File: config.mk
export PLATFORM = sky130hd
export DESIGN_NAME = dual_serial_io_port
export DESIGN_NICKNAME = d
export VERILOG_FILES = /design/src/dual_serial_pkg.sv /design/src/serial_chan_if.sv /design/src/serial_channel.sv /design/src/dual_serial_io_port.sv
export SDC_FILE = /design/constraint.sdc
export NUM_CORES = 1
export LEC_CHECK = 0
export BUFFER_PORTS_ARGS = -buffer_cell sky130_fd_sc_hd__buf_2
export CAP_MARGIN = 5
export CORE_UTILIZATION = 40
export CTS_BUF_LIST = sky130_fd_sc_hd__clkbuf_8
export DETAILED_ROUTE_END_ITERATION = 10
export PLACE_DENSITY_LB_ADDON = 0.12
export SETUP_SLACK_MARGIN = 0.3
export SLEW_MARGIN = 20
export SYNTH_ARGS = -nofsm -noshare
export SYNTH_HDL_FRONTEND = slang
export SYNTH_SLANG_ARGS = --single-unit
File: constraint.sdc
create_clock -name sys_clk -period 29 [get_ports sys_clk]
set_input_delay 5.8 -clock sys_clk [delete_from_list [all_inputs] [get_ports sys_clk]]
set_output_delay 5.8 -clock sys_clk [all_outputs]
set_load 0.005 [all_outputs]
File: src/dual_serial_pkg.sv
/*
   constants shared by the dual serial port block: port offsets, field
   positions, reset values and base clock rates.
   assumes a single 10 MHz system clock.
*/
package dual_serial_pkg;
   localparam int SYS_CLK_HZ = 10_000_000;
   localparam int BASE_EXT_HZ = 2_000_000;
   localparam int BASE_OSC_HZ = 1_228_800;
   localparam int PHASE_UNIT_HZ = 100;
   localparam logic [16:0] PHASE_MOD = 17'(SYS_CLK_HZ / PHASE_UNIT_HZ);
   localparam logic [16:0] PHASE_INC_EXT = 17'(BASE_EXT_HZ / PHASE_UNIT_HZ);
   localparam logic [16:0] PHASE_INC_OSC = 17'(BASE_OSC_HZ / PHASE_UNIT_HZ);
   localparam int OVERSAMPLE_DEFAULT = 16;
   localparam int NUM_COUNTERS = 3;
   localparam logic [3:0] OFS_CHAN_CTRL [2] = '{4'h0, 4'h2};
   localparam logic [3:0] OFS_CHAN_DATA [2] = '{4'h1, 4'h3};
   localparam logic [3:0] OFS_TIMER0 = 4'h4;
   localparam logic [3:0] OFS_TIMER_MODE = 4'h7;
   localparam logic [3:0] OFS_BOARD_CTRL = 4'h8;
   localparam logic [3:0] OFS_TICK_CLEAR = 4'h9;
   localparam int BC_ROM_DISABLE = 0;
   localparam int BC_TICK_IE = 1;
   localparam int BC_TX_IE [2] = '{5, 2};
   localparam int BC_RX_IE [2] = '{6, 3};
   localparam int BC_RTS [2] = '{7, 4};
   localparam int CC_PAR_INHIBIT = 0;
   localparam int CC_EVEN = 1;
   localparam int CC_STOP = 2;
   localparam int CC_LEN_LSB = 3;
   localparam int ST_CTS = 7;
   localparam int MW_SEL_LSB = 6;
   localparam int MW_RW_LSB = 4;
   localparam logic [7:0] BOARD_CTRL_RESET = 8'h00;
   localparam logic [4:0] CHAN_CFG_RESET = 5'h19;
   localparam logic [15:0] COUNT_RESET = 16'h0000;
   typedef enum logic [1:0] {
      RW_LATCH = 2'h0,
      RW_LSB = 2'h1,
      RW_MSB = 2'h2,
      RW_BOTH = 2'h3
   } rw_mode_t;
endpackage

File: src/serial_chan_if.sv
/*
   carrier between the port decoder and one serial channel.
   assumes both ends run on sys_clk; strobes are one-cycle pulses.
*/
`timescale 1ns/1ps
interface serial_chan_if;
   logic baudTick;
   logic cfgWrite;
   logic [4:0] cfgData;
   logic txWrite;
   logic [7:0] txData;
   logic rxRead;
   logic [4:0] status;
   logic [7:0] rxData;
   modport ctrl (output baudTick, cfgWrite, cfgData, txWrite, txData, rxRead,
      input status, rxData);
   modport chan (input baudTick, cfgWrite, cfgData, txWrite, txData, rxRead,
      output status, rxData);
endinterface

File: src/serial_channel.sv
/*
   one asynchronous serial channel: double-buffered transmitter and receiver.
   assumes baudTick pulses at OVERSAMPLE times the bit rate and rxd is
   already synchronous to sys_clk.
*/
`timescale 1ns/1ps
module serial_channel
   import dual_serial_pkg::*;
#(
   parameter int OVERSAMPLE = OVERSAMPLE_DEFAULT
) (
   input wire logic sys_clk,
   input wire logic rst,
   serial_chan_if.chan port,
   input wire logic rxd,
   output logic txd
);
   typedef enum {S_IDLE, S_START, S_DATA, S_PARITY, S_STOP} frame_state_t;
   if (OVERSAMPLE < 4 || OVERSAMPLE > 32 || (OVERSAMPLE % 2) != 0) begin : g_check
      $error("OVERSAMPLE must be even and within 4 to 32");
   end
   localparam logic [6:0] BIT_END = 7'(OVERSAMPLE - 1);
   localparam logic [6:0] HALF_END = 7'(OVERSAMPLE / 2 - 1);
   localparam logic [6:0] STOP15_END = 7'(OVERSAMPLE * 3 / 2 - 1);
   localparam logic [6:0] STOP2_END = 7'(OVERSAMPLE * 2 - 1);

   function automatic logic [2:0] lastBit(input logic [1:0] lenCode);
      return 3'(lenCode) + 3'h4;
   endfunction

   function automatic logic parityOf(input logic [7:0] d, input logic [1:0] lenCode,
         input logic even);
      logic [7:0] m;
      m = d & (8'hff >> (3'h3 - 3'(lenCode)));
      return even ? ^m : ~^m;
   endfunction

   logic [4:0] cfg, next_cfg;
   frame_state_t txState, next_txState, rxState, next_rxState;
   logic [6:0] txCnt, next_txCnt, rxCnt, next_rxCnt, stopEnd;
   logic [2:0] txBit, next_txBit, rxBit, next_rxBit;
   logic [7:0] txShift, next_txShift, txHold, next_txHold;
   logic [7:0] rxShift, next_rxShift, rxHold, next_rxHold;
   logic txEmpty, next_txEmpty, txPar, next_txPar, next_txd;
   logic rxPar, next_rxPar, rxReady, next_rxReady;
   logic parErr, next_parErr, frameErr, next_frameErr, overrun, next_overrun;
   wire logic [1:0] lenCode = cfg[CC_LEN_LSB +: 2];

   // 1.5 stop bits only for 5-bit characters
   assign stopEnd = !cfg[CC_STOP] ? BIT_END : (lenCode == 2'h0 ? STOP15_END : STOP2_END);

   always_comb begin
      next_cfg = port.cfgWrite ? port.cfgData : cfg;
      next_txState = txState;
      next_txCnt = txCnt;
      next_txBit = txBit;
      next_txShift = txShift;
      next_txHold = txHold;
      next_txEmpty = txEmpty;
      next_txPar = txPar;
      next_txd = txd;
      if (port.baudTick) begin
         next_txCnt = txCnt + 7'h1;
         case (txState)
            S_IDLE: begin
               next_txCnt = 7'h0;
               if (!txEmpty) begin
                  next_txShift = txHold;
                  next_txPar = parityOf(txHold, lenCode, cfg[CC_EVEN]);
                  next_txEmpty = 1'b1;
                  next_txState = S_START;
                  next_txd = 1'b0;
               end
            end
            S_START: if (txCnt == BIT_END) begin
               next_txCnt = 7'h0;
               next_txBit = 3'h0;
               next_txState = S_DATA;
               next_txd = txShift[0];
            end
            S_DATA: if (txCnt == BIT_END) begin
               next_txCnt = 7'h0;
               next_txBit = txBit + 3'h1;
               if (txBit == lastBit(lenCode)) begin
                  next_txState = cfg[CC_PAR_INHIBIT] ? S_STOP : S_PARITY;
                  next_txd = cfg[CC_PAR_INHIBIT] ? 1'b1 : txPar;
               end else begin
                  next_txd = txShift[3'(txBit + 3'h1)];
               end
            end
            S_PARITY: if (txCnt == BIT_END) begin
               next_txCnt = 7'h0;
               next_txState = S_STOP;
               next_txd = 1'b1;
            end
            S_STOP: if (txCnt == stopEnd) begin
               next_txCnt = 7'h0;
               next_txState = S_IDLE;
            end
            default: next_txState = S_IDLE;
         endcase
      end
      // a write during the hand-off keeps the new byte held
      if (port.txWrite) begin
         next_txHold = port.txData;
         next_txEmpty = 1'b0;
      end
   end

   always_ff @(posedge sys_clk or posedge rst) begin
      if (rst) begin
         cfg <= CHAN_CFG_RESET;
         txState <= S_IDLE;
         txCnt <= 7'h0;
         txBit <= 3'h0;
         txShift <= 8'h00;
         txHold <= 8'h00;
         txEmpty <= 1'b1;
         txPar <= 1'b0;
         txd <= 1'b1;
      end else begin
         cfg <= next_cfg;
         txState <= next_txState;
         txCnt <= next_txCnt;
         txBit <= next_txBit;
         txShift <= next_txShift;
         txHold <= next_txHold;
         txEmpty <= next_txEmpty;
         txPar <= next_txPar;
         txd <= next_txd;
      end
   end

   always_comb begin
      next_rxState = rxState;
      next_rxCnt = rxCnt;
      next_rxBit = rxBit;
      next_rxShift = rxShift;
      next_rxHold = rxHold;
      next_rxPar = rxPar;
      next_rxReady = rxReady;
      next_parErr = parErr;
      next_frameErr = frameErr;
      next_overrun = overrun;
      if (port.rxRead) begin
         next_rxReady = 1'b0;
         next_overrun = 1'b0;
      end
      if (port.baudTick) begin
         next_rxCnt = rxCnt + 7'h1;
         case (rxState)
            S_IDLE: begin
               next_rxCnt = 7'h0;
               if (!rxd)
                  next_rxState = S_START;
            end
            // a start bit gone high by mid-bit is a glitch
            S_START: if (rxCnt == HALF_END) begin
               next_rxCnt = 7'h0;
               next_rxBit = 3'h0;
               next_rxShift = 8'h00;
               next_rxState = rxd ? S_IDLE : S_DATA;
            end
            S_DATA: if (rxCnt == BIT_END) begin
               next_rxCnt = 7'h0;
               next_rxShift[rxBit] = rxd;
               next_rxBit = rxBit + 3'h1;
               if (rxBit == lastBit(lenCode))
                  next_rxState = cfg[CC_PAR_INHIBIT] ? S_STOP : S_PARITY;
            end
            S_PARITY: if (rxCnt == BIT_END) begin
               next_rxCnt = 7'h0;
               next_rxPar = rxd;
               next_rxState = S_STOP;
            end
            // load wins over a read in the same cycle
            S_STOP: if (rxCnt == BIT_END) begin
               next_rxCnt = 7'h0;
               next_rxState = S_IDLE;
               next_rxHold = rxShift;
               next_rxReady = 1'b1;
               next_overrun = rxReady && !port.rxRead;
               next_frameErr = !rxd;
               next_parErr = !cfg[CC_PAR_INHIBIT] &&
                  (rxPar != parityOf(rxShift, lenCode, cfg[CC_EVEN]));
            end
            default: next_rxState = S_IDLE;
         endcase
      end
   end

   always_ff @(posedge sys_clk or posedge rst) begin
      if (rst) begin
         rxState <= S_IDLE;
         rxCnt <= 7'h0;
         rxBit <= 3'h0;
         rxShift <= 8'h00;
         rxHold <= 8'h00;
         rxPar <= 1'b0;
         rxReady <= 1'b0;
         parErr <= 1'b0;
         frameErr <= 1'b0;
         overrun <= 1'b0;
      end else begin
         rxState <= next_rxState;
         rxCnt <= next_rxCnt;
         rxBit <= next_rxBit;
         rxShift <= next_rxShift;
         rxHold <= next_rxHold;
         rxPar <= next_rxPar;
         rxReady <= next_rxReady;
         parErr <= next_parErr;
         frameErr <= next_frameErr;
         overrun <= next_overrun;
      end
   end

   assign port.status = {overrun, frameErr, parErr, txEmpty, rxReady};
   assign port.rxData = rxHold;

   a_tx_start_low: assert property (@(posedge sys_clk) disable iff (rst)
      $rose(txState == S_START) |-> !txd && (txEmpty || $past(port.txWrite)))
      else $error("start bit not driven low");
   a_rx_frame_load: assert property (@(posedge sys_clk) disable iff (rst)
      (rxState == S_STOP && port.baudTick && rxCnt == BIT_END)
         |=> rxReady && rxHold == $past(rxShift) && frameErr == !$past(rxd))
      else $error("received character not loaded");
endmodule

File: src/dual_serial_io_port.sv
/*
   dual serial port with shared port control byte and three-counter timer,
   reached through a 16-port I/O window.
   assumes ioWrite/ioRead are one-cycle strobes synchronous to sys_clk.
*/
// Summary of operation
// - receiver deserializes frames, checks parity and stop bit.
// - transmitter sends start, data, optional parity and stop bits.
// - both directions have a holding register beside the shift register.
// - character length is 5, 6, 7 or 8 bits.
// - parity may be inhibited; otherwise odd or even.
// - one or two stop bits; two with 5-bit characters gives 1.5.
// - bit rate 75 to 19.2K, from the channel's timer counter.
// - control bit 0 disables ROM, bit 1 enables tick interrupt.
// - control bits 2,3 channel 1 tx/rx interrupt enables, bit 4 its RTS.
// - control bits 5,6 channel 0 tx/rx interrupt enables, bit 7 its RTS.
// - any write to offset 9 clears the pending tick interrupt.
// - channel control write: parity inhibit, even parity, stop, length.
// - channel status read: ready, empty, parity, framing, overrun, CTS.
// - data port write loads transmit holding, read returns received byte.
// - channel 1 uses ports 2 and 3, laid out like channel 0.
// - counter 0 and 1 give baud clocks, counter 2 the tick.
// - each counter divides the base clock by its loaded factor.
// - base clock is 2 MHz or 1.2288 MHz by jumper.
// - port drives transmit data and RTS, receives data and CTS.
// - 16-port window, upper address nibble from jumpers.
`timescale 1ns/1ps
module dual_serial_io_port
   import dual_serial_pkg::*;
#(
   parameter int OVERSAMPLE = OVERSAMPLE_DEFAULT
) (
   input wire logic sys_clk,
   input wire logic rst,
   input wire logic [7:0] ioAddr,
   input wire logic ioWrite,
   input wire logic ioRead,
   input wire logic [7:0] writeData,
   output logic [7:0] readData,
   input wire logic [3:0] boardAddressJumper,
   input wire logic timerClockSelectJumper,
   input wire logic romEnableJumper,
   input wire logic [1:0] rxd,
   input wire logic [1:0] cts,
   output logic [1:0] txd,
   output logic [1:0] rts,
   output logic [1:0] lineIrq,
   output logic tickIrq,
   output logic romSelect
);
   logic [7:0] boardCtrl, next_boardCtrl, next_readData;
   logic tickPending, next_tickPending;
   logic [16:0] phase, next_phase;
   logic baseTick, next_baseTick;
   logic [15:0] count [NUM_COUNTERS], next_count [NUM_COUNTERS];
   logic [15:0] reload [NUM_COUNTERS], next_reload [NUM_COUNTERS];
   rw_mode_t rwMode [NUM_COUNTERS], next_rwMode [NUM_COUNTERS];
   logic msbNext [NUM_COUNTERS], next_msbNext [NUM_COUNTERS];
   logic armed [NUM_COUNTERS], next_armed [NUM_COUNTERS];
   logic outTick [NUM_COUNTERS];
   logic [4:0] chanStatus [2];
   logic [7:0] chanRxData [2];
   logic [1:0] chanRxReady, chanTxEmpty;

   // only the upper nibble is compared, so the window is always 16 ports
   wire logic hit = (ioAddr[7:4] == boardAddressJumper);
   wire logic [3:0] offset = ioAddr[3:0];
   wire logic wrStrobe = ioWrite && hit;
   wire logic rdStrobe = ioRead && hit;
   wire logic modeWr = wrStrobe && offset == OFS_TIMER_MODE;
   wire logic [1:0] mwSel = writeData[MW_SEL_LSB +: 2];
   wire logic [1:0] mwRw = writeData[MW_RW_LSB +: 2];
   wire logic [16:0] phaseInc = timerClockSelectJumper ? PHASE_INC_EXT : PHASE_INC_OSC;

   serial_chan_if chan [2] ();

   for (genvar g = 0; g < 2; g++) begin : g_chan
      assign chan[g].baudTick = outTick[g];
      assign chan[g].cfgWrite = wrStrobe && offset == OFS_CHAN_CTRL[g];
      assign chan[g].cfgData = writeData[4:0];
      assign chan[g].txWrite = wrStrobe && offset == OFS_CHAN_DATA[g];
      assign chan[g].txData = writeData;
      assign chan[g].rxRead = rdStrobe && offset == OFS_CHAN_DATA[g];
      assign chanStatus[g] = chan[g].status;
      assign chanRxData[g] = chan[g].rxData;
      assign chanRxReady[g] = chan[g].status[0];
      assign chanTxEmpty[g] = chan[g].status[1];
      serial_channel #(
         .OVERSAMPLE(OVERSAMPLE)
      ) u_channel (
         .sys_clk(sys_clk),
         .rst(rst),
         .port(chan[g]),
         .rxd(rxd[g]),
         .txd(txd[g])
      );
      assign rts[g] = boardCtrl[BC_RTS[g]];
      assign lineIrq[g] = (chanRxReady[g] && boardCtrl[BC_RX_IE[g]]) ||
         (chanTxEmpty[g] && boardCtrl[BC_TX_IE[g]]);
   end

   assign tickIrq = tickPending && boardCtrl[BC_TICK_IE];
   assign romSelect = romEnableJumper && !boardCtrl[BC_ROM_DISABLE];

   always_comb begin
      next_boardCtrl = boardCtrl;
      if (wrStrobe && offset == OFS_BOARD_CTRL)
         next_boardCtrl = writeData;
      next_tickPending = tickPending;
      // data value is ignored; a tick in the same cycle still sets
      if (wrStrobe && offset == OFS_TICK_CLEAR)
         next_tickPending = 1'b0;
      if (outTick[2])
         next_tickPending = 1'b1;
      next_readData = readData;
      if (rdStrobe) begin
         case (offset)
            OFS_CHAN_CTRL[0]: next_readData = {cts[0], 2'h0, chanStatus[0]};
            OFS_CHAN_DATA[0]: next_readData = chanRxData[0];
            OFS_CHAN_CTRL[1]: next_readData = {cts[1], 2'h0, chanStatus[1]};
            OFS_CHAN_DATA[1]: next_readData = chanRxData[1];
            OFS_TIMER0: next_readData = count[0][7:0];
            OFS_TIMER0 + 4'h1: next_readData = count[1][7:0];
            OFS_TIMER0 + 4'h2: next_readData = count[2][7:0];
            default: next_readData = 8'h00;
         endcase
      end
   end

   always_ff @(posedge sys_clk or posedge rst) begin
      if (rst) begin
         boardCtrl <= BOARD_CTRL_RESET;
         tickPending <= 1'b0;
         readData <= 8'h00;
      end else begin
         boardCtrl <= next_boardCtrl;
         tickPending <= next_tickPending;
         readData <= next_readData;
      end
   end

   always_comb begin
      // fractional accumulator gives an exact mean base rate from sys_clk
      next_phase = phase + phaseInc;
      next_baseTick = 1'b0;
      if (next_phase >= PHASE_MOD) begin
         next_phase = next_phase - PHASE_MOD;
         next_baseTick = 1'b1;
      end
      for (int i = 0; i < NUM_COUNTERS; i++) begin
         next_count[i] = count[i];
         next_reload[i] = reload[i];
         next_rwMode[i] = rwMode[i];
         next_msbNext[i] = msbNext[i];
         next_armed[i] = armed[i];
         // a zero factor counts the full 65536
         outTick[i] = baseTick && armed[i] && count[i] == 16'h0001;
         if (baseTick && armed[i])
            next_count[i] = outTick[i] ? reload[i] : count[i] - 16'h0001;
         if (modeWr && mwSel == 2'(i) && mwRw != RW_LATCH) begin
            next_rwMode[i] = rw_mode_t'(mwRw);
            next_msbNext[i] = (mwRw == RW_MSB);
            next_armed[i] = 1'b0;
         end
         if (wrStrobe && offset == OFS_TIMER0 + 4'(i)) begin
            if (msbNext[i]) begin
               next_reload[i] = {writeData, rwMode[i] == RW_BOTH ? reload[i][7:0] : 8'h00};
               next_count[i] = next_reload[i];
               next_msbNext[i] = (rwMode[i] == RW_MSB);
               next_armed[i] = 1'b1;
            end else begin
               next_reload[i] = {8'h00, writeData};
               if (rwMode[i] == RW_BOTH) begin
                  next_msbNext[i] = 1'b1;
                  next_armed[i] = 1'b0;
               end else begin
                  next_count[i] = next_reload[i];
                  next_armed[i] = 1'b1;
               end
            end
         end
      end
   end

   always_ff @(posedge sys_clk or posedge rst) begin
      if (rst) begin
         phase <= 17'h0;
         baseTick <= 1'b0;
         for (int i = 0; i < NUM_COUNTERS; i++) begin
            count[i] <= COUNT_RESET;
            reload[i] <= COUNT_RESET;
            rwMode[i] <= RW_BOTH;
            msbNext[i] <= 1'b0;
            armed[i] <= 1'b0;
         end
      end else begin
         phase <= next_phase;
         baseTick <= next_baseTick;
         for (int i = 0; i < NUM_COUNTERS; i++) begin
            count[i] <= next_count[i];
            reload[i] <= next_reload[i];
            rwMode[i] <= next_rwMode[i];
            msbNext[i] <= next_msbNext[i];
            armed[i] <= next_armed[i];
         end
      end
   end

   a_tick_sets: assert property (@(posedge sys_clk) disable iff (rst)
      outTick[2] |=> tickPending)
      else $error("terminal count did not set tick pending");
   a_tick_clears: assert property (@(posedge sys_clk) disable iff (rst)
      (wrStrobe && offset == OFS_TICK_CLEAR && !outTick[2]) |=> !tickPending && !tickIrq)
      else $error("tick clear write ignored");
   a_rts_zero: assert property (@(posedge sys_clk) disable iff (rst)
      (wrStrobe && offset == OFS_BOARD_CTRL) |=> rts[0] == $past(writeData[7]))
      else $error("channel 0 RTS does not follow control bit 7");
   a_rts_one: assert property (@(posedge sys_clk) disable iff (rst)
      (wrStrobe && offset == OFS_BOARD_CTRL) |=> rts[1] == $past(writeData[4]))
      else $error("channel 1 RTS does not follow control bit 4");
   a_rom_off: assert property (@(posedge sys_clk) disable iff (rst)
      (wrStrobe && offset == OFS_BOARD_CTRL && writeData[0]) |=> !romSelect)
      else $error("ROM still selected after disable");
   a_window_only: assert property (@(posedge sys_clk) disable iff (rst)
      (ioWrite && !hit) |=> $stable(boardCtrl) && $stable(reload[0]))
      else $error("write outside the window changed state");
   a_count_reload: assert property (@(posedge sys_clk) disable iff (rst)
      (outTick[0] && !wrStrobe && !modeWr) |=> count[0] == $past(reload[0]))
      else $error("counter 0 did not reload at terminal count");
   a_rx_irq: assert property (@(posedge sys_clk) disable iff (rst)
      $rose(chanRxReady[0]) && boardCtrl[BC_RX_IE[0]] |-> lineIrq[0])
      else $error("receive interrupt missing");
   a_status_read: assert property (@(posedge sys_clk) disable iff (rst)
      (rdStrobe && offset == OFS_CHAN_CTRL[1])
         |=> readData == $past({cts[1], 2'h0, chanStatus[1]}))
      else $error("channel 1 status read wrong");
   a_data_read: assert property (@(posedge sys_clk) disable iff (rst)
      (rdStrobe && offset == OFS_CHAN_DATA[0]) |=> readData == $past(chanRxData[0]))
      else $error("channel 0 data read wrong");
   a_tick_mask: assert property (@(posedge sys_clk) disable iff (rst)
      !boardCtrl[BC_TICK_IE] |-> !tickIrq)
      else $error("tick interrupt not masked");
   a_tx_irq: assert property (@(posedge sys_clk) disable iff (rst)
      (chanTxEmpty[1] && boardCtrl[BC_TX_IE[1]]) |-> lineIrq[1])
      else $error("transmit interrupt missing");
   a_count_load: assert property (@(posedge sys_clk) disable iff (rst)
      (wrStrobe && offset == OFS_TIMER0 && msbNext[0] && rwMode[0] == RW_BOTH)
         |=> armed[0] && count[0] == $past({writeData, reload[0][7:0]}))
      else $error("counter 0 two-byte load wrong");
   a_mode_stops: assert property (@(posedge sys_clk) disable iff (rst)
      (modeWr && mwSel == 2'h2 && mwRw != RW_LATCH) |=> !armed[2])
      else $error("mode word did not stop counter 2");
   a_base_gap: assert property (@(posedge sys_clk) disable iff (rst)
      baseTick |=> !baseTick)
      else $error("base tick faster than half the system clock");
endmodule

==> impl_metrics.ini <==
[final_layout]
instances_no_fill = 2253
layout-drive-gt1-share_pct = 15.4
multi_input_area_mm2 = 0.00845
syn2layout_area_growth_pct = 10.0
fillers = 3865
ff_latch_area_mm2 = 0.00703
nets = 1735

[detailed_routing]
dr.pass1.iters = 5
drc = 0
wl_per_cell_um = 20.3
detail-route-antenna-nets = 0
wl_um = 45700
avgViaCountPerCell = 5.91
vias = 13300
first_iter_violations = 1006

[grt]
grt_pass1_vias = 13000
gr-total-overflow = 0
antenna_found_initial = 1
grt_start_max_net_pins = 162
grt_use_total_pct = 22.6
grt_pass1_wl_um = 74100

[place]
placed_cells = 2150
dp_hpwl_um = 29700
dpl_worst_slack_ps = 17080
port_buffers = 45
place_congestion = 0.833

[pwr]
netSwitchingFraction_pct = 31.9
peakVddDrop_mv = 0.0626
leakage_nw = 7.71
internal-power_uw = 734
p_per_area_mw_per_mm2 = 60.7
p_sw_uw = 344
pwr-share-seq_pct = 42.4
p_comb_share_pct = 20.3
clkPwrFrac_pct = 37.3

[synthesis]
synth_top_area_share_pct = 41.0
syn-num-nets = 1733
synthTopCellsByArea = dfrtp_1, mux2_2, nand2_1, o21ai_0, a22o_1
syn-instance-count = 1679
yosysUniqueCellTypes = 98
ys_ff_latch = 280
synth_seq_area_share_pct = 43.6
ys.flop_type = dfrtp_1
syn_area_per_cell_um2 = 9.60
synth_edf_count = 0
synth_warnings = 0
async_reset_ff_share_pct = 100
yosys-top-cells-count = dfrtp_1, nand2_1, o21ai_0
yosysTopAreaCell = dfrtp_1
syn_area_mm2 = 0.0161
yosys.cell_count.top_type = dfrtp_1

[worst_setup_path]
worst_setup_path_end_kind = output pin
path_class = input port to output pin
path_max_fanout = 1
start_kind = input port
crit_required_ps = 23200
cp.arrival_ps = 6120

[cts]
clock_latency_ps = 650
ctsHoldBuffers = 0
cts_resized = 0
cts_tree = built
clk_pin_slew_ps = 50
cts_buffers = 54
clock_path_buffers = 3
cts_sinks = 280
cts_setup_buffers = 0
h-tree-depth = 2
cts-root-buf = clkbuf_8

[hold_path]
hp-class = register to register

[floorplanning]
initial_core_util_pct = 40.6
io_pins = 46
die-width_um = 203
die_y_um = 203
row_count = 73
fp.coreArea_mm2 = 0.0397
dieArea_mm2 = 0.0411

[sta]
tightestPinTransition_ps = 978
slew_violations = 0
hold_viol = 0
finClkSkew_ps = 34.6
final.min_clock_period_ps = 11920
setup_slack_ps = 17080
timing.hold.ws_ps = 472
fmax_ghz = 0.0839
maxSlewHeadroom_pct = 34.6
setup_viol = 0
fin_crit_sh_pct = 41.1
tns_ps = 0
rsz0062_at_grt = false

[flow_run]
maxCapViolations = 0

[run_status]
status = complete, no violations
==> sequential cells by signal (all words and copies together) (netlist names), 3 cells and up <==
register and cells:
armed 3, boardCtrl 8, count 48, g_chan.u_channel.cfg 10, g_chan.u_channel.port.rxData 16, g_chan.u_channel.rxBit 6, g_chan.u_channel.rxCnt 14, g_chan.u_channel.rxShift 16
g_chan.u_channel.rxState 6, g_chan.u_channel.txBit 6, g_chan.u_channel.txCnt 14, g_chan.u_channel.txHold 16, g_chan.u_channel.txShift 16, g_chan.u_channel.txState 6, msbNext 3, phase 12
readData 8, reload 48, rwMode 6
==> metrics by stage <==
step | utilization, % | cell area (um2) | total power [mW]
final | 44.6 | 17700 | 1.08
after global routing | 44.6 | 17700 | 1.14
after CTS | 44.6 | 17700 | 1.09
after detailed placement | 41.8 | 16600 | 0.681
after global placement | 41.8 | 16600 | 0.678
after floorplan | - | 16100 | 0.624
==> final cells by class <==
class / count / share of cell area, %
antenna: 2 / 0.0282
clock inverter: 31 / 0.896
clock buffer: 70 / 5.43
sequential: 280 / 39.6
inverter: 45 / 0.995
tap: 525 / 3.70
multi-input combinational: 1246 / 47.6
timing repair buffer: 54 / 1.72
==> worst max-delay path: stages <==
cell and delay, ps:
buf_2 90, nor2b_1 110, buf_2 110
==> final timing paths <==
kind | from | to | slack [ps] | cells past startpoint
max in group asynchronous | rst | count[9] | 22240 | 3
setup / recovery | romEnableJumper | romSelect | 17080 | 3
setup reg to reg | baseTick | g_chan[0].u_channel.txShift[0] | 25420 | 6
min in group asynchronous | rst | g_chan[1].u_channel.frameErr | 5370 | 2
hold reg to reg | tickPending | tickPending | 470 | 2
hold / removal | tickPending | tickPending | 470 | 2
==> routing by layer <==
layer  global-route usage [%]  vias to the layer above  wire (um)
li1                         -                     6253          -
met1                     32.0                     6622      21700
met2                     34.9                      367      20400
met3                     4.46                       81       2520
met4                     6.71                        0       1080
met5                        0                        -          0
==> power by group through the flow <==
stage / sequential, mW / combinational (mW) / clock, mW
2_1_floorplan: 0.444 / 0.180 / 0
3_3_place_gp: 0.462 / 0.217 / 0
3_5_place_dp: 0.462 / 0.219 / 0
4_1_cts: 0.456 / 0.220 / 0.416
5_1_grt: 0.460 / 0.245 / 0.433
6_report: 0.457 / 0.219 / 0.402
==> cell families after synthesis <==
family	after synthesis	share of synthesized area, %
flip-flops	280	43.6
adder cells (fa/ha/maj)	24	1.86
multiplexers	100	7.27
AO/OA/AOI/OAI	491	21.3
AND/OR/NAND/NOR	560	18.0
XOR/XNOR	71	3.90
buffers and inverters	153	4.10
==> layout by cell type, fill, tap and decap left out, types with 12 or more instances in the layout <==
cell,instances
a21o_1,16
a21oi_1,64
a221oi_1,18
a22o_1,67
a22oi_1,12
a31oi_1,22
and2_1,24
and3_1,19
buf_2,45
clkbuf_8,70
dfrtp_1,264
dfstp_2,16
ha_1,24
inv_1,67
mux2_2,66
mux2i_1,23
nand2_1,191
nand2b_1,13
nand3_1,62
nand4_1,13
nor2_1,85
nor2b_1,17
nor3_1,41
o21ai_0,126
o22ai_1,23
o2bb2ai_1,15
o31ai_1,19
or3_1,16
xnor2_1,47
xor2_1,23
Power figures use the tool's default switching activity.
